$ cat src/verilog/afsp_pkg.sv
// afsp_pkg: constants for the framed serial port of the converter
// assumes a 125 MHz core clock and a 24-bit control word
package afsp_pkg;
   localparam int WORD_BITS = 24;
   localparam logic [4:0] WORD_LAST = 5'h17;
   localparam logic [4:0] WORD_FULL = 5'h18;
   // control word fields
   localparam int CTRL_MODE_HI = 23;
   localparam int CTRL_MODE_LO = 21;
   localparam int CTRL_WL_BIT = 15;
   localparam int CTRL_BU_BIT = 12;
   localparam logic [23:0] CTRL_RESET = 24'h000000;
   // operating modes
   localparam logic [2:0] MODE_NORMAL = 3'h0;
   localparam logic [2:0] MODE_SELF_CAL = 3'h1;
   localparam logic [2:0] MODE_SYS_OFS = 3'h4;
   localparam logic [1:0] MODE_COEF_HI = 2'h3;
   // self-clock timing
   localparam int SCLK_HALF_NS = 32;
   localparam int CLK_PERIOD_NS = 8;
   localparam int SCLK_HALF_CYC =
      (SCLK_HALF_NS + CLK_PERIOD_NS - 1) / CLK_PERIOD_NS;
   localparam logic [2:0] SCLK_DIV_LAST = 3'(SCLK_HALF_CYC - 1);
   typedef enum logic [1:0]
   {
      AFSP_IDLE = 2'b00,
      AFSP_READ = 2'b01,
      AFSP_WRITE = 2'b10
   } afsp_state_e;
endpackage

$ cat src/verilog/afsp_port.sv
// afsp_port: framed bidirectional serial port, control word, ready flag
// assumes pins arrive asynchronous and conversion core shares core_clk
//
// Operation
// - self-clocking: drive clock after either sync falls, data only after read sync falls
// - external clocking: drive data only after read sync falls
// - result ready goes low when a new result word arrives
// - result ready returns high after a full result word is shifted out
// - calibration finish also pulls result ready low
// - result read drives data only while sync low and ready low
// - write data sampled on rising serial clock while write sync low
// - unipolar results natural binary, bipolar results offset binary
// - writes go to control or coefficients; reads also return results
// - register select low targets the control word
// - control word changes only after a full 24-bit write or, in its mode field, at calibration finish
// - clock pulses beyond the 24th in a write are ignored
// - write data accepted only after write sync falls
// - self-clocking write clock starts only after write sync falls
// - normal mode read with select high returns the result word
`timescale 1ns/1ps
module afsp_port
   import afsp_pkg::*;
(
   input wire logic core_clk,
   input wire logic sys_rst,
   input wire logic self_clock_mode,
   input wire logic read_frame_sync_n,
   input wire logic write_frame_sync_n,
   input wire logic register_select,
   input wire logic serial_clk_i,
   output logic serial_clk_o,
   output logic serial_clk_oe,
   input wire logic serial_data_i,
   output logic serial_data_o,
   output logic serial_data_oe,
   output logic result_ready_n,
   input wire logic signed [23:0] result_raw,
   input wire logic result_valid,
   input wire logic cal_done,
   input wire logic [23:0] cal_rd_data,
   output logic [23:0] cal_wr_data,
   output logic cal_wr_strobe,
   output logic [23:0] control_config_word
);
   import afsp_pkg::*;

   // pin synchronisers: rfs, tfs, sel, sclk, serial_data_io, mode
   logic [5:0] pin_raw;
   logic [5:0] sync1_q;
   logic [5:0] sync2_q;
   logic rfs_s, tfs_s, sel_s, sclk_s, sd_s, self_s;

   assign pin_raw = {read_frame_sync_n, write_frame_sync_n,
      register_select, serial_clk_i, serial_data_i, self_clock_mode};

   always_ff @(posedge core_clk)
   begin
      if (sys_rst)
      begin
         sync1_q <= 6'h3e;
         sync2_q <= 6'h3e;
      end
      else
      begin
         sync1_q <= pin_raw;
         sync2_q <= sync1_q;
      end
   end

   assign {rfs_s, tfs_s, sel_s, sclk_s, sd_s, self_s} = sync2_q;

   function automatic logic [23:0] code_result(
      input logic signed [23:0] raw, input logic bipolar);
      logic [23:0] res;
      res = 24'h000000;
      if (bipolar)
         res = {~raw[23], raw[22:0]};
      else if (!raw[23])
         res = {raw[22:0], 1'b0};
      return res;
   endfunction

   afsp_state_e state_q, state_d;
   logic [23:0] shift_q, shift_d;
   logic [4:0] cnt_q, cnt_d;
   logic [23:0] ctrl_q, ctrl_d;
   logic ready_q, ready_d;
   logic res_rd_q, res_rd_d;
   logic sel_q, sel_d;
   logic own_q, own_d;
   logic [2:0] div_q, div_d;
   logic lvl_prev_q;
   logic cal_wr_q, cal_wr_d;
   logic [23:0] cal_data_q, cal_data_d;
   logic sclk_lvl, rise, fall, clk_run;
   logic [2:0] mode;

   assign mode = ctrl_q[CTRL_MODE_HI:CTRL_MODE_LO];
   assign sclk_lvl = self_s ? own_q : sclk_s;
   assign rise = sclk_lvl && !lvl_prev_q;
   assign fall = !sclk_lvl && lvl_prev_q;
   // own clock runs only inside a frame and stops after 24 bits
   assign clk_run = self_s && (cnt_q != WORD_FULL) &&
      ((state_q == AFSP_READ && !rfs_s) ||
       (state_q == AFSP_WRITE && !tfs_s));

   always_comb
   begin
      state_d = state_q;
      shift_d = shift_q;
      cnt_d = cnt_q;
      ctrl_d = ctrl_q;
      ready_d = ready_q;
      res_rd_d = res_rd_q;
      sel_d = sel_q;
      cal_wr_d = 1'b0;
      cal_data_d = cal_data_q;
      case (state_q)
         AFSP_IDLE:
         begin
            cnt_d = 5'h00;
            if (!rfs_s)
            begin
               state_d = AFSP_READ;
               sel_d = sel_s;
               res_rd_d = sel_s && (mode == MODE_NORMAL);
               if (!sel_s)
                  shift_d = ctrl_q;
               else if (mode == MODE_NORMAL)
                  shift_d = code_result(result_raw,
                     !ctrl_q[CTRL_BU_BIT]);
               else
                  shift_d = cal_rd_data;
            end
            else if (!tfs_s)
            begin
               state_d = AFSP_WRITE;
               sel_d = sel_s;
               res_rd_d = 1'b0;
            end
         end
         AFSP_READ:
         begin
            if (rfs_s)
               state_d = AFSP_IDLE;
            else
            begin
               if (rise && cnt_q != WORD_FULL)
               begin
                  cnt_d = cnt_q + 5'h01;
                  if (cnt_q == WORD_LAST && res_rd_q)
                     ready_d = 1'b0;
               end
               if (fall && cnt_q != 5'h00 && cnt_q != WORD_FULL)
                  shift_d = {shift_q[22:0], 1'b0};
            end
         end
         AFSP_WRITE:
         begin
            if (tfs_s)
            begin
               state_d = AFSP_IDLE;
               if (cnt_q == WORD_FULL)
               begin
                  if (!sel_q)
                     ctrl_d = shift_q;
                  else if (mode[2:1] == MODE_COEF_HI)
                  begin
                     cal_wr_d = 1'b1;
                     cal_data_d = shift_q;
                  end
               end
            end
            else if (rise && cnt_q != WORD_FULL)
            begin
               shift_d = {shift_q[22:0], sd_s};
               cnt_d = cnt_q + 5'h01;
            end
         end
         default:
            state_d = AFSP_IDLE;
      endcase
      // calibration modes 1 to 4 all fall back to normal mode when done
      if (cal_done && mode >= MODE_SELF_CAL && mode <= MODE_SYS_OFS &&
         mode != 3'h2 && mode != 3'h3)
         ctrl_d[CTRL_MODE_HI:CTRL_MODE_LO] = MODE_NORMAL;
      else if (cal_done && (mode == 3'h2 || mode == 3'h3))
         ctrl_d[CTRL_MODE_HI:CTRL_MODE_LO] = MODE_NORMAL;
      // a new event wins over the clear at word end
      if (result_valid || cal_done)
         ready_d = 1'b1;
   end

   always_ff @(posedge core_clk)
   begin
      if (sys_rst)
      begin
         state_q <= AFSP_IDLE;
         shift_q <= 24'h000000;
         cnt_q <= 5'h00;
         ctrl_q <= CTRL_RESET;
         ready_q <= 1'b0;
         res_rd_q <= 1'b0;
         sel_q <= 1'b0;
         cal_wr_q <= 1'b0;
         cal_data_q <= 24'h000000;
      end
      else
      begin
         state_q <= state_d;
         shift_q <= shift_d;
         cnt_q <= cnt_d;
         ctrl_q <= ctrl_d;
         ready_q <= ready_d;
         res_rd_q <= res_rd_d;
         sel_q <= sel_d;
         cal_wr_q <= cal_wr_d;
         cal_data_q <= cal_data_d;
      end
   end

   // self clock divider, idles high
   always_comb
   begin
      own_d = 1'b1;
      div_d = 3'h0;
      if (clk_run)
      begin
         own_d = own_q;
         div_d = div_q + 3'h1;
         if (div_q == SCLK_DIV_LAST)
         begin
            own_d = !own_q;
            div_d = 3'h0;
         end
      end
   end

   always_ff @(posedge core_clk)
   begin
      if (sys_rst)
      begin
         own_q <= 1'b1;
         div_q <= 3'h0;
         lvl_prev_q <= 1'b1;
      end
      else
      begin
         own_q <= own_d;
         div_q <= div_d;
         lvl_prev_q <= sclk_lvl;
      end
   end

   assign serial_clk_o = own_q;
   assign serial_clk_oe = self_s && state_q != AFSP_IDLE &&
      ((state_q == AFSP_READ && !rfs_s) ||
       (state_q == AFSP_WRITE && !tfs_s));
   assign serial_data_o = shift_q[23];
   assign serial_data_oe = (state_q == AFSP_READ) && !rfs_s &&
      (!res_rd_q || ready_q);
   assign result_ready_n = !ready_q;
   assign cal_wr_data = cal_data_q;
   assign cal_wr_strobe = cal_wr_q;
   assign control_config_word = ctrl_q;
endmodule // afsp_port
$ cat config.mk
export PLATFORM = sky130hd
export DESIGN_NAME = afsp_port
export DESIGN_NICKNAME = d
export VERILOG_FILES = /design/src/verilog/afsp_pkg.sv /design/src/verilog/afsp_port.sv
export SDC_FILE = /design/constraint.sdc
export NUM_CORES = 1
export LEC_CHECK = 0
export BUFFER_PORTS_ARGS = -buffer_cell sky130_fd_sc_hd__buf_2
export CAP_MARGIN = 40
export CORE_ASPECT_RATIO = 0.5
export CORE_MARGIN = 1.5
export CORE_UTILIZATION = 50
export DETAILED_ROUTE_END_ITERATION = 12
export PLACE_DENSITY = 0.85
export SETUP_SLACK_MARGIN = 0.5
export SLEW_MARGIN = 20
export SYNTH_ARGS = -nofsm -noshare
export SYNTH_HDL_FRONTEND = slang
export SYNTH_SLANG_ARGS = --single-unit
$ cat constraint.sdc
create_clock -name core_clk -period 2.9 [get_ports core_clk]
set_input_delay 0.58 -clock core_clk [delete_from_list [all_inputs] [get_ports core_clk]]
set_output_delay 0.58 -clock core_clk [all_outputs]
set_load 0.02 [all_outputs]
==> results of run 1 <==
-- power breakdown --
| part | internal [mW] | leakage [nW] | total (mW) | switching (mW) |
|---|---|---|---|---|
| sequential | 1.42 | 0.811 | 1.46 | 0.0449 |
| combinational | 0.126 | 1.25 | 0.326 | 0.199 |
| clock | 0.581 | 0.124 | 1.11 | 0.529 |
| total | 2.12 | 2.18 | 2.89 | 0.773 |
-- cells in the mapped netlist, types with 4 or more instances --
cell      instances  share of area
a221oi_1         21          0.040
a21boi_0          4         0.0066
or2_2            11          0.015
nand3_1          25          0.027
nor2b_1           6         0.0082
o21ai_0          44          0.048
xor2_1            5         0.0096
buf_2             9         0.0098
nand2_1         170           0.14
inv_1            14          0.011
dfxtp_1         100           0.44
a21oi_1          94           0.10
clkbuf_1         40          0.033
ha_1              7          0.019
nor2_1           17          0.014
-- cell type report --
cell class / count / area share
multi-input combinational: 448 / 0.4257
sequential: 100 / 0.3648
timing repair buffer: 125 / 0.1240
clock buffer: 10 / 0.04172
tap: 117 / 0.02668
inverter: 14 / 0.009576
clock inverter: 6 / 0.007524
-- worst max-delay path: cells and delay by family, from the launching register on --
family / cells / cell delay [ns]
flops: 1 / 0.33
buf+inv: 3 / 0.33
fa+ha+maj: 1 / 0.27
compound gates: 1 / 0.24
simple gates: 2 / 0.23
-- final timing paths --
path,startpoint,end,depth (start not counted)
hold / removal,sync1_q[2],sync2_q[2],1
setup reg to reg,cnt_q[0],shift_q[18],8
hold reg to reg,sync1_q[2],sync2_q[2],1
setup / recovery,state_q[0],serial_clk_oe,7
-- layout by cell type (no fill, tap or decap), drive strengths merged, types with 3 or more instances in the layout --
cell	count
nand3	25
buf	125
a21oi	95
clkinvlp	3
nand2b	3
nor2b	6
xor2	5
a221oi	22
ha	7
nor2	17
nor3	3
o21ai	45
clkinv	3
and3	3
a21o	3
nand2	170
dfxtp	100
inv	14
clkbuf	10
a21boi	4
or2	11
-- stage by stage --
stage            util  setup slack, ns  cell area [um2]  hold slack [ns]
2_1_floorplan       -           0.8667             4573           0.3895
3_3_place_gp   0.5904           0.6597             5195           0.3903
3_5_place_dp   0.5904           0.6028             5195           0.3985
4_1_cts        0.6216           0.5189             5469           0.4112
5_1_grt        0.6237           0.4495             5488           0.4045
6_report       0.6237           0.5844             5488           0.4126
-- sequential cells by signal (all words and copies together), names as in the netlist --
| register | count |
|---|---|
| cal_wr_data | 24 |
| ready_q | 1 |
| state_q | 2 |
| res_rd_q | 1 |
| div_q | 3 |
| sync1_q | 6 |
| cnt_q | 5 |
| lvl_prev_q | 1 |
| control_config_word | 24 |
| serial_clk_o | 1 |
| sel_q | 1 |
| sync2_q | 6 |
| cal_wr_strobe | 1 |
| shift_q | 24 |
-- per-layer routing --
layer / track usage / vias up / part of all wire
li1: - / 2271 / -
met1: 0.3384 / 2238 / 0.42
met2: 0.4196 / 246 / 0.47
met3: 0.05484 / 33 / 0.088
met4: 0.1064 / 0 / 0.022
met5: 0 / - / 0
-- logic make-up after synthesis --
family | count (synthesis) | share of synthesized area
buf+inv | 63 | 0.05417
compound gates | 187 | 0.2430
fa+ha+maj | 7 | 0.01915
mux | 1 | 0.002189
simple gates | 247 | 0.2323
xor+xnor | 6 | 0.01149
flops | 100 | 0.4378
==> impl_metrics.env, run 1 <==
export IMPL_start_util=0.5198
export IMPL_h_tree_depth=3
export IMPL_die_h_um=70.63
export IMPL_clk_pin_slew_ns=0.07
export IMPL_fin_tns_setup_ns=0
export IMPL_hold_buffers=0
export IMPL_drc_errors=0
export IMPL_synth_edff_count=0
export IMPL_dieArea_mm2=0.009764
export IMPL_die_width_um=138.3
export IMPL_io_pin_count=112
export IMPL_wirelength_mm=12.94
export IMPL_total_power_mw=2.895
export IMPL_maxCapViolations=0
export IMPL_routed_via_density=5.839
export IMPL_slew_headroom=0.4410
export IMPL_clock_path_buffers=2
export IMPL_final_hold_violation_count=0
export IMPL_cp_common_cell="inv_1"
export IMPL_antenna_cells=0
export IMPL_ant_nets=0
export IMPL_reg2reg_slack_ns=0.66
export IMPL_cts_resized=1
export IMPL_seqCellArea_mm2=0.002002
export IMPL_clk_latency_ns=0.34
export IMPL_grt_pass1_wl_mm=20.59
export IMPL_critPathCaptureType="output pin"
export IMPL_core_mm2=0.008798
export IMPL_vias=4788
export IMPL_irDropWorstVdd_v=0.0003210
export IMPL_antenna_found_initial=0
export IMPL_tritoncts="yes"
export IMPL_num_rows=24
export IMPL_worst_pin_slew_ns=0.8385
export IMPL_cts_buffers_inserted=9
export IMPL_yosysWarnings=0
export IMPL_cts_sinks=100
export IMPL_stdcell_count=820
export IMPL_dp_cells=803
export IMPL_fillers=777
export IMPL_avgSynthCellArea_um2=7.485
export IMPL_rsz0062_at_grt="true"
export IMPL_finalSetupViolations=0
export IMPL_post_cts_setup_buffer_count=0
export IMPL_final_nets=763
export IMPL_synthArstFlopShare=0
export IMPL_drt_initial_drc_count=626
export IMPL_post_route_min_period_ns=2.316
export IMPL_final_max_slew_viol_count=0
export IMPL_clock_skew_ns=0.007130
export IMPL_startpoint_type="flop"
export IMPL_crit_fanout=7
export IMPL_port_buffers=111
export IMPL_first_global_vias=4260
export IMPL_outcome="completed"
export IMPL_cpPeakStageDelay_ns=0.33
export IMPL_grt_ovfl_total=0
export IMPL_multi_input_area_mm2=0.002336
export IMPL_ys_ff_latch=100
export IMPL_dr_pass1_iters=7
export IMPL_syn_nets=676
export IMPL_fin_crit_sh=0.7985
export IMPL_hold_path_class="reg -> reg"
export IMPL_path_cells="inv_1 -> ha_2 -> inv_1 -> o21ai_2 -> nand2_1 -> nor2_1 -> buf_2"
export IMPL_yosysSeqAreaShare=0.4378
export IMPL_syn_cell_area_mm2=0.004573
export IMPL_synthFlopType="dfxtp_1"
export IMPL_crit_arrival_ns=1.74
export IMPL_hpwl_mm=8.648
export IMPL_fmax_mhz=431.9
export IMPL_final_layout_size_suffix_gt1_frac=0.2276
export IMPL_place_congestion=0.8619
export IMPL_grt_start_max_net_pins=55
export IMPL_p_leak_nw=2.181
export IMPL_crit_type="reg -> out"
export IMPL_ctsRootBufferMaster="clkbuf_16"
export IMPL_gr_usage_all_layers=0.2577
export IMPL_syn_inst=611
export IMPL_power_density_mw_per_mm2=527.5
export IMPL_required_ns=2.32
export IMPL_crit_slowest_cell="dfxtp_1"
export IMPL_area_delta_synth_final_pct=20.00
export IMPL_wl_per_cell_um=15.77
export IMPL_yosysUniqueCellTypes=46
Note: power is estimated with default switching activity, not from simulation.
==> run 2, diff against run 1 <==
--- a/config.mk
+++ b/config.mk
@@ -5,6 +5,7 @@
 export SDC_FILE = /design/constraint.sdc
 export NUM_CORES = 1
 export LEC_CHECK = 0
+export ABC_AREA = 1
 export BUFFER_PORTS_ARGS = -buffer_cell sky130_fd_sc_hd__buf_2
 export CAP_MARGIN = 40
 export CORE_ASPECT_RATIO = 0.5
==> constraint.sdc (replaced) <==
create_clock -name core_clk -period 2.33 [get_ports core_clk]
set_input_delay 0.466 -clock core_clk [delete_from_list [all_inputs] [get_ports core_clk]]
set_output_delay 0.466 -clock core_clk [all_outputs]
set_load 0.02 [all_outputs]
==> run 2 against run 1 <==
Worst hold slack got worse by 0.12 ns. Cell count grew 21%. Design area increased by 15%. Setup slack worse by 0.22 ns. Total power grew 64%. Register-to-register slack got worse by 0.30 ns. Largest power group unchanged. Sequential share of layout area shrank 4.7 points. Non-clock buffer count grew 11. Combinational power rose to 4.0 times the previous value. Critical endpoint is now shift_q[13]. Critical path depth is 7 higher. Die area grew 6.9%.
==> impl_metrics.env, run 2 <==
export IMPL_outcome="completed"
export IMPL_r2r_end="shift_q[13]"
export IMPL_finalSetupViolations=0
export IMPL_cts_buffers_inserted=9
export IMPL_critPathCaptureType="flop"
export IMPL_maxCapViolations=0
export IMPL_crit_arrival_ns=2.19
export IMPL_syn_cell_area_mm2=0.004898
export IMPL_clk_pin_slew_ns=0.07
export IMPL_irDropWorstVdd_v=0.0004542
export IMPL_hold_buffers=0
export IMPL_place_congestion=0.9013
export IMPL_wirelength_mm=15.05
export IMPL_ant_nets=0
export IMPL_fillers=774
export IMPL_dieArea_mm2=0.01044
export IMPL_yosysUniqueCellTypes=29
export IMPL_drt_initial_drc_count=670
export IMPL_grt_start_max_net_pins=50
export IMPL_reg2reg_slack_ns=0.36
export IMPL_vias=5379
export IMPL_start_util=0.5168
export IMPL_h_tree_depth=3
export IMPL_worstReg2RegStart="state_q[1]"
export IMPL_required_ns=2.55
export IMPL_clk_latency_ns=0.35
export IMPL_yosysSeqAreaShare=0.4087
export IMPL_synth_mux_area_frac=0
export IMPL_syn_nets=808
export IMPL_multi_input_area_mm2=0.002649
export IMPL_clkPwrFrac=0.328
export IMPL_fmax_mhz=508.5
export IMPL_layout_common_cells="160 x nand2_1, 110 x buf_2, 99 x a21oi_1"
export IMPL_synth_top_family_by_area="simple AND/OR/NAND/NOR gates"
export IMPL_r2r_cells=14
export IMPL_final_common_cell="nand2_1"
export IMPL_die_width_um=143.0
export IMPL_hpwl_mm=9.124
export IMPL_startpoint_type="flop"
export IMPL_synthFlopType="dfxtp_1"
export IMPL_gr_usage_all_layers=0.2764
export IMPL_avgSynthCellArea_um2=6.593
export IMPL_synth_common_cells="202 x nand2_1, 100 x dfxtp_1, 99 x a21oi_1, 74 x inv_1, 60 x o21ai_0"
export IMPL_port_buffers=111
export IMPL_grt_pass1_wl_mm=22.54
export IMPL_final_max_slew_viol_count=0
export IMPL_rsz0062_at_grt="true"
export IMPL_power_frac_seq=0.396
export IMPL_synth_top_cell_area_share=0.4087
export IMPL_hp_start="serial_data_i"
export IMPL_synth_compound_area_frac=0.1867
export IMPL_crit_type="reg -> reg"
export IMPL_ctsRootBufferMaster="clkbuf_16"
export IMPL_placed_area_mm2=0.005542
export IMPL_antenna_cells=0
export IMPL_wl_per_cell_um=15.22
export IMPL_first_global_vias=4641
export IMPL_tritoncts="yes"
export IMPL_final_layout_size_suffix_gt1_frac=0.2693
export IMPL_holdPathEnd="sync1_q[1]"
export IMPL_core_mm2=0.009478
export IMPL_cts_sinks=100
export IMPL_routed_via_density=5.439
export IMPL_post_place_ws_ns=0.4155
export IMPL_slew_headroom=0.4540
export IMPL_internal_power_mw=3.138
export IMPL_final_hold_violation_count=0
export IMPL_die_h_um=72.99
export IMPL_yosys_area_share_simple=0.2774
export IMPL_ys_ff_latch=100
export IMPL_worst_pin_slew_ns=0.8179
export IMPL_fin_crit_sh=0.8441
export IMPL_io_pin_count=112
export IMPL_final_nets=914
export IMPL_synth_most_common_cell="nand2_1"
export IMPL_holdPathStages=2
export IMPL_hold_worst_slack_ns=0.2964
export IMPL_synthAdderAreaFrac=0.01788
export IMPL_yosys_top_cells_area="dfxtp_1 41%, nand2_1 15%, a21oi_1 10%"
export IMPL_antenna_found_initial=0
export IMPL_pwr_share_comb=0.276
export IMPL_grt_ovfl_total=0
export IMPL_power_density_mw_per_mm2=748.6
export IMPL_yosysWarnings=0
export IMPL_synth_edff_count=0
export IMPL_num_rows=25
export IMPL_p_leak_nw=3.238
export IMPL_post_route_min_period_ns=1.967
export IMPL_drc_errors=0
export IMPL_clock_skew_ns=0.009171
export IMPL_synth_xor_area_share=0.005364
export IMPL_hold_path_class="in -> reg"
export IMPL_stdcell_area_mm2=0.006324
export IMPL_dr_pass1_iters=6
export IMPL_clock_path_buffers=2
export IMPL_synthArstFlopShare=0
export IMPL_p_sw_mw=1.596
export IMPL_yosysTopAreaCell="dfxtp_1"
export IMPL_finalWorstSetupSlack_ns=0.3634
export IMPL_switching_share=0.3372
export IMPL_fin_tns_setup_ns=0
export IMPL_area_delta_synth_final_pct=29.09
export IMPL_syn_inst=743
export IMPL_crit_fanout=6
export IMPL_seqCellArea_mm2=0.002011
run 2: critical path, cell delays in order (launching register included):
cell	delay, ns
dfxtp_4	0.37
inv_4	0.05
ha_4	0.17
buf_6	0.12
nand2_4	0.05
inv_2	0.03
nor2_1	0.10
nand2_1	0.12
nor2_2	0.14
nand2_2	0.08
nor2_4	0.24
clkbuf_16	0.25
nand2_4	0.05
nand2_2	0.05
nor2_1	0.04
run 2: stage by stage:
step | total power, mW | instances | util
6_report | 4.734 | 989 | 0.6672
4_1_cts | 4.441 | 979 | 0.6297
2_1_floorplan | 2.610 | 743 | -
3_3_place_gp | 2.819 | 957 | 0.5847
5_1_grt | 4.953 | 989 | 0.6672
3_5_place_dp | 2.845 | 957 | 0.5847
run 2: what timing repair did:
action,4_1_cts,5_1_grt
cloned,1,5
pin swaps,3,12
setup buffers,5,5
gates resized for setup,20,75
setup endpoints to repair,37,59
run 2: final cells by class:
type                       count  area share
tap                          135     0.02671
timing repair inverter         2    0.001781
sequential                   100      0.3180
inverter                      80     0.05046
multi-input combinational    520      0.4189
clock buffer                   9     0.03562
timing repair buffer         136      0.1357
clock inverter                 7     0.01286
run 2: cells by family after synthesis:
kind of cell | after synthesis
flops | 100
xor+xnor | 3
simple gates | 329
buf+inv | 124
fa+ha+maj | 7
compound gates | 180
run 2: routing by layer:
metal,GRT usage,vias up,part of all wire
met2,0.4605,294,0.46
met1,0.3577,2453,0.41
li1,-,2596,-
met3,0.07152,36,0.11
met5,0,-,0
met4,0.07904,0,0.019
run 2: how the worst max path moves through the flow:
stage	from	to	depth (start not counted)
2_1_floorplan	state_q[0]	serial_clk_oe	6
3_3_place_gp	state_q[0]	shift_q[0]	9
3_5_place_dp	state_q[0]	shift_q[14]	10
4_1_cts	state_q[1]	serial_clk_oe	7
5_1_grt	state_q[1]	shift_q[22]	14
6_report	state_q[1]	shift_q[13]	14
run 2: power groups by stage:
stage                     registers, mW  clock network [mW]  logic (mW)
after CTS                          1.87                1.56        1.02
after global placement             1.90                   0       0.922
after global routing               1.88                1.64        1.43
final                              1.87                1.55        1.31
after detailed placement           1.90                   0       0.944
after floorplan                    1.90                   0       0.715
